==> src/include/rlse_pkg.sv <==
// Package of the receive latched event status block: offsets, fields,
// timing figures and the carrier types for framer-side inputs.
// Assumes one 250 MHz system clock and a recovered line clock sampled on it.
//
// Functional notes
// - E1: two bad CAS alignment words latch event.
// - E1: three bad FAS words latch event.
// - Timeslot 16 under three zeros/16 frames latches.
// - Timeslot 16 all zeros over multiframe latches.
// - CRC-4 boundary event, else free 2 ms.
// - Align frame event about every 250 us.
// - Each condition has rising and falling bits.
// - No receive clock edge one channel: clock lost.
// - T1: spare code present condition tracked.
// - T1: loop-up and loop-down conditions tracked.
// - E1: V5.2 link detect and clear bits.
// - E1: distant alarm after two multiframes.
// - Elastic store full latches event.
// - Elastic store empty latches event.
// - Slip latches on repeat or drop.
// - Enabled channel signaling change latches event.
// - One-second event from receive clock.
// - Timer event: 1 s, short interval, manual.
// - All latched bits hold and flag attention.
// - Port registers at documented per-port offsets.
// - Latched bit stays until host reads it.
// - Multiframe event on framer multiframe boundaries.
`default_nettype none
package rlse_pkg;
  // Register indices; byte address is four times the index.
  localparam logic [15:0] RLSE_IDX_RLS3     = 16'h0092;
  localparam logic [15:0] RLSE_IDX_BUFFER_SIGNALING_TIMER_LATCHED_STATUS     = 16'h0093;
  localparam logic [15:0] RLSE_IDX_CTRL     = 16'h00F0;
  localparam logic [15:0] RLSE_IDX_SIGEN    = 16'h00F1;
  localparam logic [15:0] RLSE_PORT_STRIDE  = 16'h0200;
  localparam logic [15:0] RLSE_GROUP_STRIDE = 16'h2000;
  localparam int          RLSE_GROUP_PORTS  = 8;
  // Control register fields.
  localparam int RLSE_CTRL_E1      = 0;
  localparam int RLSE_CTRL_CRC4    = 1;
  localparam int RLSE_CTRL_SHORT   = 2;
  localparam int RLSE_CTRL_MANUAL  = 3;
  localparam int RLSE_CTRL_LATCH   = 4;
  localparam logic [7:0] RLSE_CTRL_RESET = 8'h00;
  // T1 view of the shared offset.
  localparam int T1_LOOP_UP_DETECTED = 0, T1_LOOP_DOWN_DETECTED = 1, T1_SPARE_CODE_DETECTED = 2, T1_RECEIVE_CLOCK_LOST_DETECTED = 3;
  localparam int T1_LOOP_UP_CLEARED = 4, T1_LOOP_DOWN_CLEARED = 5, T1_SPARE_CODE_CLEARED = 6, T1_RECEIVE_CLOCK_LOST_CLEARED = 7;
  // E1 view of the shared offset.
  localparam int E1_DMAD = 0, E1_V52D = 1, E1_RECEIVE_CLOCK_LOST_DETECTED = 3;
  localparam int E1_DMAC = 4, E1_V52C = 5, E1_RECEIVE_CLOCK_LOST_CLEARED = 7;
  // Buffer, signaling and timer register.
  localparam int R4_RMF = 0, R4_TIMER = 1, R4_ONE_SECOND_EVENT = 2, R4_SCOS = 3;
  localparam int R4_SLIP = 5, R4_EMPTY = 6, R4_FULL = 7;
  localparam logic [7:0] RLSE_LATCH_RESET = 8'h00;
  // Detection thresholds.
  localparam logic [1:0] RLSE_CAS_ERRS   = 2'd2;
  localparam logic [1:0] RLSE_FAS_ERRS   = 2'd3;
  localparam logic [3:0] RLSE_ONES_FRMS  = 4'd15;
  localparam logic [4:0] RLSE_ONES_ZEROS = 5'd3;
  localparam logic [1:0] RLSE_DMA_MFS    = 2'd2;
  localparam int         RLSE_DMA_BIT    = 2;
  // Timing: clock, line rates and intervals.
  localparam int RLSE_CLK_KHZ   = 250000;
  localparam int RLSE_T1_KHZ    = 1544;
  localparam int RLSE_E1_KHZ    = 2048;
  localparam int RLSE_CHAN_BITS = 8;
  localparam int RLSE_RECEIVE_CLOCK_LOST_T1 = RLSE_CHAN_BITS * RLSE_CLK_KHZ / RLSE_T1_KHZ;
  localparam int RLSE_RECEIVE_CLOCK_LOST_E1 = RLSE_CHAN_BITS * RLSE_CLK_KHZ / RLSE_E1_KHZ;
  localparam int RLSE_AF_US      = 250;
  localparam int RLSE_CRCMF_US   = 2000;
  localparam int RLSE_T1_SHORT_US = 42000;
  localparam int RLSE_E1_SHORT_US = 62500;
  localparam int RLSE_SEC_US      = 1000000;

  typedef struct packed {
    logic        recovered_receive_clock;
    logic        spare_code_present;
    logic        loop_up_present;
    logic        loop_down_present;
    logic        v52_link_present;
    logic        frame;
    logic [7:0]  ts16;
    logic        cas_mf_start;
    logic        cas_word_err;
    logic        cas_word_ok;
    logic        fas_word_err;
    logic        fas_word_ok;
    logic        crc_mf_boundary;
    logic        rx_mf_boundary;
    logic        elastic_full;
    logic        elastic_empty;
    logic [31:0] signaling_change;
  } rlse_rx_in_t;

  typedef struct packed {
    logic        cyc;
    logic        stb;
    logic        we;
    logic [3:0]  sel;
    logic [17:0] adr;
    logic [31:0] dat;
  } rlse_wb_req_t;
endpackage
`default_nettype wire

==> src/rtl/rlse_port.sv <==
// Receive latched event status for one framer port, classic Wishbone slave.
// Assumes framer inputs are synchronous to clk_i and strobes last one cycle.
//
// Design decision made here: the Wishbone interface to the registers.
`default_nettype none
module rlse_port
  import rlse_pkg::*;
#(
  parameter int PORT_NUM     = 1,
  parameter int SEC_T1       = RLSE_T1_KHZ * RLSE_SEC_US / 1000,
  parameter int SEC_E1       = RLSE_E1_KHZ * RLSE_SEC_US / 1000,
  parameter int SHORT_T1     = RLSE_T1_KHZ * RLSE_T1_SHORT_US / 1000,
  parameter int SHORT_E1     = RLSE_E1_KHZ * RLSE_E1_SHORT_US / 1000,
  parameter int CRCMF_EDGES  = RLSE_E1_KHZ * RLSE_CRCMF_US / 1000,
  parameter int AF_EDGES_T1  = RLSE_T1_KHZ * RLSE_AF_US / 1000,
  parameter int AF_EDGES_E1  = RLSE_E1_KHZ * RLSE_AF_US / 1000
) (
  input  wire logic         clk_i,
  input  wire logic         rst_i,
  input  wire rlse_wb_req_t wb_req_i,
  output var  logic         wb_ack_o,
  output var  logic [31:0]  wb_dat_o,
  input  wire rlse_rx_in_t  rx_i,
  output var  logic         latched_pending_o,
  output var  logic [7:0]   e1_event_o
);

  ////////////////////////////////////////////////////////////////////////////
  localparam logic [15:0] PORT_BASE = 16'((PORT_NUM - 1) * RLSE_PORT_STRIDE
    + ((PORT_NUM - 1) / RLSE_GROUP_PORTS) * RLSE_GROUP_STRIDE);
  localparam logic [10:0] RECEIVE_CLOCK_LOST_T1 = 11'(RLSE_RECEIVE_CLOCK_LOST_T1);
  localparam logic [10:0] RECEIVE_CLOCK_LOST_E1 = 11'(RLSE_RECEIVE_CLOCK_LOST_E1);

  typedef struct packed {
    logic        ack;
    logic [31:0] dat;
    logic [7:0]  ctrl;
    logic [31:0] sig_en;
    logic [7:0]  t1_r3;
    logic [7:0]  e1_r3;
    logic [7:0]  r4;
    logic [7:0]  e1_r2;
    logic        pend;
    logic        rclk_d;
    logic [10:0] idle_cnt;
    logic        receive_clock_lost;
    logic [3:0]  cond_d;
    logic [1:0]  cas_cnt;
    logic [1:0]  fas_cnt;
    logic [3:0]  frm_cnt;
    logic [4:0]  zero_cnt;
    logic        ts16_or;
    logic        mf_seen;
    logic [1:0]  dma_cnt;
    logic [21:0] sec_cnt;
    logic [21:0] tmr_cnt;
    logic [12:0] mf2_cnt;
    logic [9:0]  af_cnt;
  } rlse_state_t;

  rlse_state_t st_reg, st_next;

  function automatic logic [3:0] zeros8(input logic [7:0] b);
    zeros8 = 4'd0;
    for (int i = 0; i < 8; i++) begin
      zeros8 = zeros8 + {3'd0, ~b[i]};
    end
  endfunction

  function automatic logic hit(input logic [17:0] adr,
                               input logic [15:0] idx);
    hit = (adr[17:2] == PORT_BASE + idx);
  endfunction

  ////////////////////////////////////////////////////////////////////////////
  logic        req;
  logic        e1;
  logic        edge_r;
  logic [3:0]  cond;
  logic [7:0]  t1_set, e1_set, r4_set, e1_r2_set, t1_clr, e1_clr, r4_clr;
  logic        ones_ev, zeros_ev, sec_hit, tmr_hit, mf2_hit, af_hit;
  logic [21:0] tmr_lim;
  logic [4:0]  zero_sum;

  always_comb begin
    st_next  = st_reg;
    e1       = st_reg.ctrl[RLSE_CTRL_E1];
    req      = wb_req_i.cyc & wb_req_i.stb & ~st_reg.ack;
    edge_r   = rx_i.recovered_receive_clock ^ st_reg.rclk_d;
    t1_set   = 8'h00;
    e1_set   = 8'h00;
    r4_set   = 8'h00;
    e1_r2_set = 8'h00;
    t1_clr   = 8'h00;
    e1_clr   = 8'h00;
    r4_clr   = 8'h00;
    ones_ev  = 1'b0;
    zeros_ev = 1'b0;
    zero_sum = st_reg.zero_cnt + {1'b0, zeros8(rx_i.ts16)};
    st_next.rclk_d = rx_i.recovered_receive_clock;
    st_next.ctrl[RLSE_CTRL_LATCH] = 1'b0;

    // Clock loss: count system cycles with no line clock transition.
    if (edge_r) begin
      st_next.idle_cnt = 11'd0;
      st_next.receive_clock_lost     = 1'b0;
    end else if (st_reg.idle_cnt >= (e1 ? RECEIVE_CLOCK_LOST_E1 : RECEIVE_CLOCK_LOST_T1)) begin
      st_next.receive_clock_lost = 1'b1;
    end else begin
      st_next.idle_cnt = st_reg.idle_cnt + 11'd1;
    end

    // Distant multiframe alarm, judged at each frame 0.
    if (rx_i.frame & rx_i.cas_mf_start) begin
      if (!rx_i.ts16[RLSE_DMA_BIT]) begin
        st_next.dma_cnt = 2'd0;
      end else if (st_reg.dma_cnt != RLSE_DMA_MFS) begin
        st_next.dma_cnt = st_reg.dma_cnt + 2'd1;
      end
    end

    // Conditions: loop-up, loop-down, spare, clock loss / link, alarm.
    cond = e1 ? {st_reg.receive_clock_lost, 1'b0, rx_i.v52_link_present,
                 st_reg.dma_cnt == RLSE_DMA_MFS}
              : {st_reg.receive_clock_lost, rx_i.spare_code_present,
                 rx_i.loop_down_present, rx_i.loop_up_present};
    st_next.cond_d = cond;
    if (e1) begin
      e1_set[3:0] = cond & ~st_reg.cond_d;
      e1_set[7:4] = ~cond & st_reg.cond_d;
      e1_set[2] = 1'b0;
      e1_set[6] = 1'b0;
    end else begin
      t1_set[3:0] = cond & ~st_reg.cond_d;
      t1_set[7:4] = ~cond & st_reg.cond_d;
    end

    // Alignment word error runs; a good word breaks the run.
    if (rx_i.cas_word_ok) begin
      st_next.cas_cnt = 2'd0;
    end else if (rx_i.cas_word_err) begin
      if (st_reg.cas_cnt + 2'd1 == RLSE_CAS_ERRS) begin
        e1_r2_set[5] = e1;
        st_next.cas_cnt = 2'd0;
      end else begin
        st_next.cas_cnt = st_reg.cas_cnt + 2'd1;
      end
    end
    if (rx_i.fas_word_ok) begin
      st_next.fas_cnt = 2'd0;
    end else if (rx_i.fas_word_err) begin
      if (st_reg.fas_cnt + 2'd1 == RLSE_FAS_ERRS) begin
        e1_r2_set[4] = e1;
        st_next.fas_cnt = 2'd0;
      end else begin
        st_next.fas_cnt = st_reg.fas_cnt + 2'd1;
      end
    end

    // Timeslot 16 content checks, independent of signaling mode.
    if (rx_i.frame) begin
      st_next.frm_cnt = st_reg.frm_cnt + 4'd1;
      st_next.zero_cnt = (zero_sum > RLSE_ONES_ZEROS) ? RLSE_ONES_ZEROS
                                                      : zero_sum;
      if (st_reg.frm_cnt == RLSE_ONES_FRMS) begin
        ones_ev = (zero_sum < RLSE_ONES_ZEROS);
        st_next.zero_cnt = 5'd0;
      end
      if (rx_i.cas_mf_start) begin
        zeros_ev = st_reg.mf_seen & ~st_reg.ts16_or;
        st_next.mf_seen = 1'b1;
        st_next.ts16_or = |rx_i.ts16;
      end else begin
        st_next.ts16_or = st_reg.ts16_or | (|rx_i.ts16);
      end
    end
    e1_r2_set[3] = ones_ev;
    e1_r2_set[2] = zeros_ev;

    // Free-running intervals, counted in recovered clock edges.
    tmr_lim = st_reg.ctrl[RLSE_CTRL_SHORT]
              ? 22'(e1 ? SHORT_E1 : SHORT_T1)
              : 22'(e1 ? SEC_E1 : SEC_T1);
    sec_hit = 1'b0;
    tmr_hit = 1'b0;
    mf2_hit = 1'b0;
    af_hit  = 1'b0;
    if (rx_i.recovered_receive_clock & ~st_reg.rclk_d) begin
      sec_hit = st_reg.sec_cnt >= 22'(e1 ? SEC_E1 : SEC_T1) - 22'd1;
      st_next.sec_cnt = sec_hit ? 22'd0 : st_reg.sec_cnt + 22'd1;
      tmr_hit = st_reg.tmr_cnt >= tmr_lim - 22'd1;
      st_next.tmr_cnt = tmr_hit ? 22'd0 : st_reg.tmr_cnt + 22'd1;
      mf2_hit = st_reg.mf2_cnt >= 13'(CRCMF_EDGES) - 13'd1;
      st_next.mf2_cnt = mf2_hit ? 13'd0 : st_reg.mf2_cnt + 13'd1;
      af_hit = st_reg.af_cnt >= 10'(e1 ? AF_EDGES_E1 : AF_EDGES_T1) - 10'd1;
      st_next.af_cnt = af_hit ? 10'd0 : st_reg.af_cnt + 10'd1;
    end
    e1_r2_set[1] = st_reg.ctrl[RLSE_CTRL_CRC4] ? rx_i.crc_mf_boundary
                                                : mf2_hit;
    e1_r2_set[0] = af_hit;

    r4_set[R4_FULL]  = rx_i.elastic_full;
    r4_set[R4_EMPTY] = rx_i.elastic_empty;
    r4_set[R4_SLIP]  = rx_i.elastic_full | rx_i.elastic_empty;
    r4_set[R4_SCOS]  = |(rx_i.signaling_change & st_reg.sig_en);
    r4_set[R4_ONE_SECOND_EVENT]  = sec_hit;
    r4_set[R4_TIMER] = st_reg.ctrl[RLSE_CTRL_MANUAL]
                       ? st_reg.ctrl[RLSE_CTRL_LATCH] : tmr_hit;
    r4_set[R4_RMF]   = rx_i.rx_mf_boundary;

    // Bus slave: one wait state, status register reads clear what they return.
    st_next.ack = req;
    st_next.dat = 32'h0000_0000;
    if (req) begin
      if (hit(wb_req_i.adr, RLSE_IDX_RLS3)) begin
        st_next.dat = {24'h0, e1 ? st_reg.e1_r3 : st_reg.t1_r3};
        if (!wb_req_i.we) begin
          if (e1) begin
            e1_clr = st_reg.e1_r3;
          end else begin
            t1_clr = st_reg.t1_r3;
          end
        end
      end else if (hit(wb_req_i.adr, RLSE_IDX_BUFFER_SIGNALING_TIMER_LATCHED_STATUS)) begin
        st_next.dat = {24'h0, st_reg.r4};
        if (!wb_req_i.we) begin
          r4_clr = st_reg.r4;
        end
      end else if (hit(wb_req_i.adr, RLSE_IDX_CTRL)) begin
        st_next.dat = {24'h0, st_reg.ctrl};
        if (wb_req_i.we && wb_req_i.sel[0]) begin
          st_next.ctrl = wb_req_i.dat[7:0];
        end
      end else if (hit(wb_req_i.adr, RLSE_IDX_SIGEN)) begin
        st_next.dat = st_reg.sig_en;
        for (int b = 0; b < 4; b++) begin
          if (wb_req_i.we && wb_req_i.sel[b]) begin
            st_next.sig_en[8*b +: 8] = wb_req_i.dat[8*b +: 8];
          end
        end
      end
    end

    st_next.t1_r3 = (st_reg.t1_r3 & ~t1_clr) | t1_set;
    st_next.e1_r3 = (st_reg.e1_r3 & ~e1_clr) | e1_set;
    st_next.r4    = (st_reg.r4 & ~r4_clr) | r4_set;
    st_next.e1_r2 = e1_r2_set;
    st_next.pend  = |{st_next.t1_r3, st_next.e1_r3, st_next.r4};
  end

  always_ff @(posedge clk_i) begin
    if (rst_i) begin
      st_reg      <= '0;
      st_reg.ctrl <= RLSE_CTRL_RESET;
      st_reg.r4   <= RLSE_LATCH_RESET;
    end else begin
      st_reg <= st_next;
    end
  end

  // The E1 alignment and timeslot 16 events leave as one-cycle pulses for
  // the neighbouring latched register, which is kept outside this block.
  assign wb_ack_o          = st_reg.ack;
  assign wb_dat_o          = st_reg.dat;
  assign latched_pending_o = st_reg.pend;
  assign e1_event_o        = st_reg.e1_r2;
endmodule
`default_nettype wire

==> config.mk <==
export PLATFORM = sky130hd
export DESIGN_NAME = rlse_port
export DESIGN_NICKNAME = d
export VERILOG_FILES = /design/src/include/rlse_pkg.sv /design/src/rtl/rlse_port.sv
export SDC_FILE = /design/constraint.sdc
export NUM_CORES = 1
export LEC_CHECK = 0
export ABC_AREA = 1
export BUFFER_PORTS_ARGS = -buffer_cell sky130_fd_sc_hd__buf_2
export CAP_MARGIN = 20
export CORE_ASPECT_RATIO = 0.5
export CORE_UTILIZATION = 50
export CTS_BUF_LIST = sky130_fd_sc_hd__clkbuf_4 sky130_fd_sc_hd__clkbuf_8
export DETAILED_ROUTE_END_ITERATION = 16
export MAX_ROUTING_LAYER = met4
export PLACE_DENSITY_LB_ADDON = 0.1
export SLEW_MARGIN = 20
export SYNTH_ARGS = -nofsm -noshare
export SYNTH_HDL_FRONTEND = slang
export SYNTH_SLANG_ARGS = --single-unit
==> constraint.sdc <==
create_clock -name clk_i -period 4 [get_ports clk_i]
set_clock_uncertainty 0.05 [all_clocks]
set_input_delay 0.4 -clock clk_i [delete_from_list [all_inputs] [get_ports clk_i]]
set_output_delay 0.4 -clock clk_i [all_outputs]
set_load 0.1 [all_outputs]
==> results of run 1 <==
Yosys cell counts, drive strengths merged:
| cell | instances | share of area, % |
|---|---|---|
| o21bai | 2 | 0.15 |
| a41oi | 4 | 0.34 |
| o211ai | 4 | 0.29 |
| and3 | 2 | 0.12 |
| a21boi | 1 | 0.074 |
| o2111ai | 1 | 0.086 |
| nor3b | 9 | 0.71 |
| nand2 | 254 | 9.7 |
| inv | 145 | 5.4 |
| nor3 | 33 | 1.8 |
| conb | 2 | 0.074 |
| a31oi | 1 | 0.061 |
| a21oi | 108 | 5.4 |
| a221oi | 2 | 0.17 |
| o22ai | 2 | 0.12 |
| dfxtp | 205 | 40 |
| nor2 | 217 | 8.5 |
| fa | 5 | 0.98 |
| nand4 | 16 | 1.0 |
| clkinv | 1 | 0.037 |
| nand3b | 4 | 0.29 |
| clkbuf | 21 | 0.77 |
| or2 | 3 | 0.18 |
| buf | 58 | 4.2 |
| xnor2 | 14 | 1.2 |
| a22oi | 5 | 0.42 |
| or3b | 1 | 0.086 |
| o21ai | 80 | 4.0 |
| o32ai | 1 | 0.086 |
| and2 | 2 | 0.12 |
| nor4 | 11 | 0.94 |
| ha | 53 | 6.5 |
| o31ai | 1 | 0.074 |
| a21o | 1 | 0.074 |
| a211oi | 6 | 0.44 |
| nand3 | 57 | 3.0 |
| xor2 | 29 | 2.5 |
stage by stage:
| stage | cell area [um^2] | cells | utilization (%) | setup slack [ps] |
|---|---|---|---|---|
| 3_3_place_gp | 10900 | 1710 | 55.1 | 189 |
| 6_report | 11700 | 1779 | 59.2 | 335 |
| 5_1_grt | 11700 | 1779 | 59.2 | 11.9 |
| 4_1_cts | 11700 | 1779 | 59.2 | 306 |
| 3_5_place_dp | 10900 | 1710 | 55.1 | 139 |
| 2_1_floorplan | 10200 | 1363 | - | 468 |
worst paths after layout:
kind,from,end,cells after the start
max,st_reg[71],e1_event_o[3],15
min,wb_req_i[29],st_reg[163],3
max reg2reg,st_reg[71],e1_event_o[3],15
min reg2reg,st_reg[83],e1_event_o[5],1
layer usage:
metal	global-route usage, %	up-vias	wire (um)
met5	-	-	0
met4	5.17	0	367
met3	4.84	31	1430
met2	36.3	191	10100
met1	29.7	3932	11400
li1	-	4642	-
kinds of logic after synthesis:
kind of cell	count (synthesis)	synth area share, %
fa+ha+maj	58	7.47
buf+inv	225	10.3
xor+xnor	43	3.69
flops	205	40.2
other cells	2	0.0735
compound gates	219	11.8
simple gates	609	26.5
worst reg2reg max path, delay by kind of cell (launching register included):
kind            cells  cell delay [ps]
compound gates      3              470
xor+xnor            1              170
fa+ha+maj           5             2110
buf+inv             3              190
flops               1              310
simple gates        3              280
layout make-up:
cell class | instances | area share, %
clock buffers | 48 | 5.28
inverters | 146 | 4.71
flip-flops and latches | 205 | 35.1
well taps | 266 | 2.85
clock inverters | 8 | 0.557
multi-input cells | 933 | 43.3
repair buffers | 173 | 8.16
timing repair:
action | 4_1_cts | 5_1_grt
hold endpoints to repair | 15 | 0
endpoints found under the setup margin | 0 | 0
hold buffers | 13 | 0
power by group:
| group | internal (mW) | switching (mW) |
|---|---|---|
| clock network | 1.04 | 0.817 |
| logic | 0.186 | 0.261 |
| registers | 2.08 | 0.0216 |
| total | 3.30 | 1.10 |
==> summary.txt, run 1 <==
Floorplanning
  – Die X: 204 um
  – Die span in y: 103 um
  – Initial Util: 51.8%
  – Top Ports: around 160
  – CORE AREA: 19,700 um^2
  – Die area: 21,000 um^2
  – Num rows: 36

Power and ir drop
  – Power density over the cells: between 300 and 400 nW/um^2
  – Power Total: 4.40 mW
  – Worst vdd ir: between 150 and 200 uV
  – P_leak: 5.08 nW

STA
  – RSZ-0062 raised after global routing: no
  – Tcrit/Tclk final: 91.6%
  – Hold WS: 40.7 ps
  – Setup tns final: 0 ps
  – Fmax achieved: 273 MHz
  – Final Hold Vio Count: 0
  – Final setup fails: 0
  – Final min period: 3660 ps
  – Worst-Margin Slew: 816 ps
  – Final Max Slew Viols: 0
  – Slew margin rel.: 45.2%

Job
  – Max_cap viols: 0

Layout
  – Commonest non-fill, non-tap cells in the layout: nand2_1 (245), nor2_1 (206), dfxtp_1 (205)
  – Largest register FFs: 164
  – Synthesis-to-finish area growth: 14.4%
  – Register area: a little over 4000 um^2
  – Commonest non-fill, non-tap cell in the layout: nand2_1
  – # fillers: ~1,900
  – Layout cell share with drive strength beyond 1: 17.2%
  – Multi-input logic area: 5060 um^2
  – N_diodes: 0
  – Total Nets Final: roughly 1,700

Global route
  – Initial antenna violation count: 0
  – First-pass GRT wire length: 37.9 mm
  – Vias in the first global route: 8,125
  – Largest net degree at the start of global routing: between 60 and 70
  – Congestion Overflow GR: 0
  – GRT Util Overall: between 20 and 25%

Clock tree
  – Post-CTS Repair Setup Buffers: 0
  – H-tree depth: 1
  – TritonCTS Sinks: ~210
  – CTS tree: yes
  – Max clock buf depth: 3
  – TritonCTS Buffers: 30
  – Clock latency on the worst-skew pair: roughly 580 ps
  – Clk pin slew, worst setup/hold paths: 60 ps
  – Cts repair resizes: 0
  – Clk root buf: clkbuf_8

Setup path
  – Critical Path RT: 4420 ps
  – CP startpoint kind: register
  – Critical path class: reg -> reg
  – Critical Path AT: 4090 ps
  – Worst setup EP type: register
  – Buf/Inv on CP: 3
  – Crit-path max FO: 2
  – Worst path cell trace: inv_1, fa_1, inv_1, fa_1, fa_1, fa_1, inv_1, fa_1, o21ai_0, a21oi_1, xor2_1, nand2_1, nor2_1, nand2_1, a211oi_1
  – Reg2Reg Setup Slack: about 340 ps
  – Cell mode on critical path: fa_1
  – Slowest stage delay, CP: 530 ps
  – Critical-path top delay cell: fa_1
  – CP delay by family, top: adder cells

Place
  – HPWL after detailed placement: between 15 and 20 mm
  – Placer Congestion: around 0.89
  – Number of I/O port buffers: about 150

Routing
  – Final WL: 23.3 mm
  – Via Count: 8,796
  – Vias/cell: between 4 and 5
  – Post-DR wirelength/cell: 13.1 um
  – ANT nets after route: 0
  – 1st-pass router iterations: 5
  – Detailed Route Iter0 Violations: 491
  – DR DRC count: 0

Yosys
  – Synth warn: 0
  – Synth Cell Area: 10,200 um^2
  – Mapped Cells: 1,361
  – Netlist cell types: 57
  – Post-Syn Area per Cell: 7.50 um^2
  – Flops & latches, synth: just over 200
  – Sequential-to-total area share from yosys stat: 40.2%

Outcome
  – Status: completed

Hold path
  – Hold Path Class: in -> reg
Note: power is estimated with default switching activity, not from simulation.
==> run 2, diff against run 1 <==
--- a/config.mk
+++ b/config.mk
@@ -8,7 +8,7 @@
 export ABC_AREA = 1
 export BUFFER_PORTS_ARGS = -buffer_cell sky130_fd_sc_hd__buf_2
 export CAP_MARGIN = 20
-export CORE_ASPECT_RATIO = 0.5
+export CORE_ASPECT_RATIO = 1.25
 export CORE_UTILIZATION = 50
 export CTS_BUF_LIST = sky130_fd_sc_hd__clkbuf_4 sky130_fd_sc_hd__clkbuf_8
 export DETAILED_ROUTE_END_ITERATION = 16
==> constraint.sdc (replaced) <==
create_clock -name clk_i -period 3.5 [get_ports clk_i]
set_clock_uncertainty 0.05 [all_clocks]
set_input_delay 0.35 -clock clk_i [delete_from_list [all_inputs] [get_ports clk_i]]
set_output_delay 0.35 -clock clk_i [all_outputs]
set_load 0.1 [all_outputs]
==> run 2 against run 1 <==
Non-clock buffer count shrank 8. Register-to-register slack lost 270 ps. Critical path depth is the same. Clock power grew 16%. Sequential share of layout area grew 0.12 points. Design area shrank 0.30%. Worst hold slack lost 6.3 ps. Utilization shrank 1.3 points. Combinational power grew 22%. Largest cell class unchanged. Largest power group unchanged.
==> summary.txt, run 2 (synthesis gave the netlist of run 1 again) <==
Outcome
  – Status: completed (unchanged)

Global route
  – GRT Util Overall: 22.4% (was 22.8%)
  – Largest net degree at the start of global routing: 39 (was 66)
  – Initial antenna violation count: 1 (was 0)
  – First-pass GRT wire length: 37.3 mm (was 37.9 mm)
  – Congestion Overflow GR: 0 (unchanged)
  – Vias in the first global route: 8,342 (was 8,125)

Power and ir drop
  – Pint: 3.82 mW (was 3.30 mW)
  – Sequential power share: 47.1% (was 47.6%)
  – Net Sw Frac: 25.2% (was 25.0%)
  – Logic gate share of total power: 10.7% (was 10.1%)
  – Worst vdd ir: 312 uV (was 197 uV)
  – P_leak: 5.06 nW (was 5.08 nW)
  – Power density over the cells: 438 nW/um^2 (was 377 nW/um^2)
  – Clock power frac: 42.2% (about the same)
  – Power Total: 5.10 mW (was 4.40 mW)
  – P_sw: 1.28 mW (was 1.10 mW)

Routing
  – ANT nets after route: 0 (unchanged)
  – DR DRC count: 0 (unchanged)
  – Via Count: 8,797 (was 8,796)
  – Final WL: 22.5 mm (was 23.3 mm)
  – Vias/cell: 4.94 (about the same)
  – Post-DR wirelength/cell: 12.7 um (was 13.1 um)
  – Detailed Route Iter0 Violations: 374 (was 491)
  – 1st-pass router iterations: 5 (unchanged)

Setup path
  – Buf/Inv on CP: 3 (unchanged)
  – Crit-path max FO: 2 (unchanged)
  – Worst path cell trace: inv_2, fa_1, inv_1, fa_1, fa_1, fa_2, inv_2, fa_2, o21ai_2, a21oi_2, xor2_1, nand2_1, nor2_2, nand2_1, a211oi_2 (was inv_1, fa_1, inv_1, fa_1, fa_1, fa_1, inv_1, fa_1, o21ai_0, a21oi_1, xor2_1, nand2_1, nor2_1, nand2_1, a211oi_1)
  – CP delay by family, top: adder cells (unchanged)
  – R2R cell count: 15 (unchanged)
  – Critical Path RT: 3890 ps (was 4420 ps)
  – CP startpoint kind: register (unchanged)
  – Critical Path AT: 3820 ps (was 4090 ps)
  – Slowest stage delay, CP: 510 ps (was 530 ps)
  – Cell count along the critical path: 15 (unchanged)
  – Cell mode on critical path: fa_1 (unchanged)
  – Critical path class: reg -> reg (unchanged)
  – Worst setup EP type: register (unchanged)
  – Critical-path top delay cell: fa_1 (unchanged)

Floorplanning
  – Num rows: 58 (was 36)
  – Die span in y: 162 um (was 103 um)
  – Top Ports: 156 (unchanged)
  – Die area: 21,000 um^2 (about the same)
  – Die X: 130 um (was 204 um)
  – Initial Util: 50.8% (was 51.8%)
  – CORE AREA: 20,100 um^2 (was 19,700 um^2)

STA
  – RSZ-0062 raised after global routing: yes (was no)
  – Final Max Slew Viols: 0 (unchanged)
  – Final min period: 3430 ps (was 3660 ps)
  – Hold WS: 34.4 ps (was 40.7 ps)
  – Final Hold Vio Count: 0 (unchanged)
  – Fmax achieved: 291 MHz (was 273 MHz)
  – Worst-Margin Slew: 825 ps (was 816 ps)
  – Final setup fails: 0 (unchanged)
  – Slew margin rel.: 44.6% (was 45.2%)
  – Worst setup margin: 67.6 ps (was 335 ps)
  – Tcrit/Tclk final: 98.1% (was 91.6%)

Clock tree
  – H-tree depth: 2 (was 1)
  – TritonCTS Sinks: 205 (unchanged)
  – Clock latency on the worst-skew pair: 520 ps (was 580 ps)
  – Clk pin slew, worst setup/hold paths: 60 ps (about the same)
  – TritonCTS Buffers: 35 (was 30)
  – Clk root buf: clkbuf_8 (unchanged)
  – Max clock buf depth: 3 (unchanged)
  – CTS tree: yes (unchanged)
  – Post-CTS Repair Setup Buffers: 0 (unchanged)

Place
  – Placer Congestion: 0.843 (was 0.892)
  – HPWL after detailed placement: 16.8 mm (was 17.1 mm)
  – Number of I/O port buffers: 151 (unchanged)
  – Dpl ws: -403 ps (was 139 ps)

Layout
  – Commonest non-fill, non-tap cell in the layout: nand2_1 (unchanged)
  – Register area: 4110 um^2 (was 4100 um^2)
  – # fillers: 2,016 (was 1,876)
  – Synthesis-to-finish area growth: 14.1% (was 14.4%)
  – Layout cell share with drive strength beyond 1: 18.1% (was 17.2%)
  – Multi-input logic area: 5080 um^2 (was 5060 um^2)
  – Commonest non-fill, non-tap cells in the layout: nand2_1 (245), nor2_1 (205), dfxtp_1 (204) (was nand2_1 (245), nor2_1 (206), dfxtp_1 (205))
  – Total Nets Final: 1,658 (was 1,661)
  – Largest register FFs: 164 (unchanged)

Hold path
  – Hold Path Stages: 3 (unchanged)
  – Hold Path Class: in -> reg (unchanged)

Job
  – Max_cap viols: 0 (unchanged)
-- run 2: cell count changes in the layout (fill, tap and decap cells not counted), sizes merged --
cell / change
dlygate4sd3: -9
bufinv: -1
clkbuf: +4
diode: +1
buf: +1
-- run 2: metrics by stage --
step | instance area, um^2 | TNS, ps | std cells | util [%]
finish | 11600 | 0 | 1779 | 57.9
global route | 11600 | -277 | 1779 | 57.9
CTS | 11600 | -66.9 | 1778 | 57.9
detailed placement | 10900 | -1110 | 1715 | 54.1
global placement | 10900 | -678 | 1715 | 54.1
floorplan | 10200 | 0 | 1363 | -
-- run 2: path summary, 6_finish.rpt --
kind               startpoint            end  slack [ps]
setup reg to reg   st_reg[71]  e1_event_o[3]          70
hold / removal    wb_req_i[4]    st_reg[138]          30
hold reg to reg    st_reg[83]  e1_event_o[5]         360
setup / recovery   st_reg[71]  e1_event_o[3]          70
-- run 2: worst min-delay path: stages --
cell     delay (ps)
buf_2           110
inv_1            50
a21oi_1          50
-- run 2: final cells by class --
type	instances	area share, %
clock buffers	52	5.72
inverters	146	4.73
well taps	270	2.90
diodes	1	0.0215
multi-input cells	933	43.6
flip-flops and latches	205	35.2
clock inverters	7	0.301
repair buffers	165	7.48
-- run 2: routing by layer --
layer | wire (um) | global-route usage [%]
met2 | 10900 | 38.5
met3 | 1210 | 4.81
met4 | 471 | 7.08
met1 | 9900 | 25.7
met5 | 0 | -
-- run 2: power groups by stage --
stage	registers (mW)	logic, mW	clock network, mW
after floorplan	2.45	0.337	0
after global placement	2.45	0.498	0
after detailed placement	2.45	0.520	0
after CTS	2.40	0.546	2.22
after global routing	2.40	0.617	2.33
final	2.40	0.547	2.15
-- run 2: repair_timing --
action | 4_1_cts | 5_1_grt
hold buffers | 4 | 0
endpoints found under the hold margin | 4 | 0
pin swaps | 13 | 3
setup endpoints to repair | 3 | 3
gates resized for setup | 10 | 2
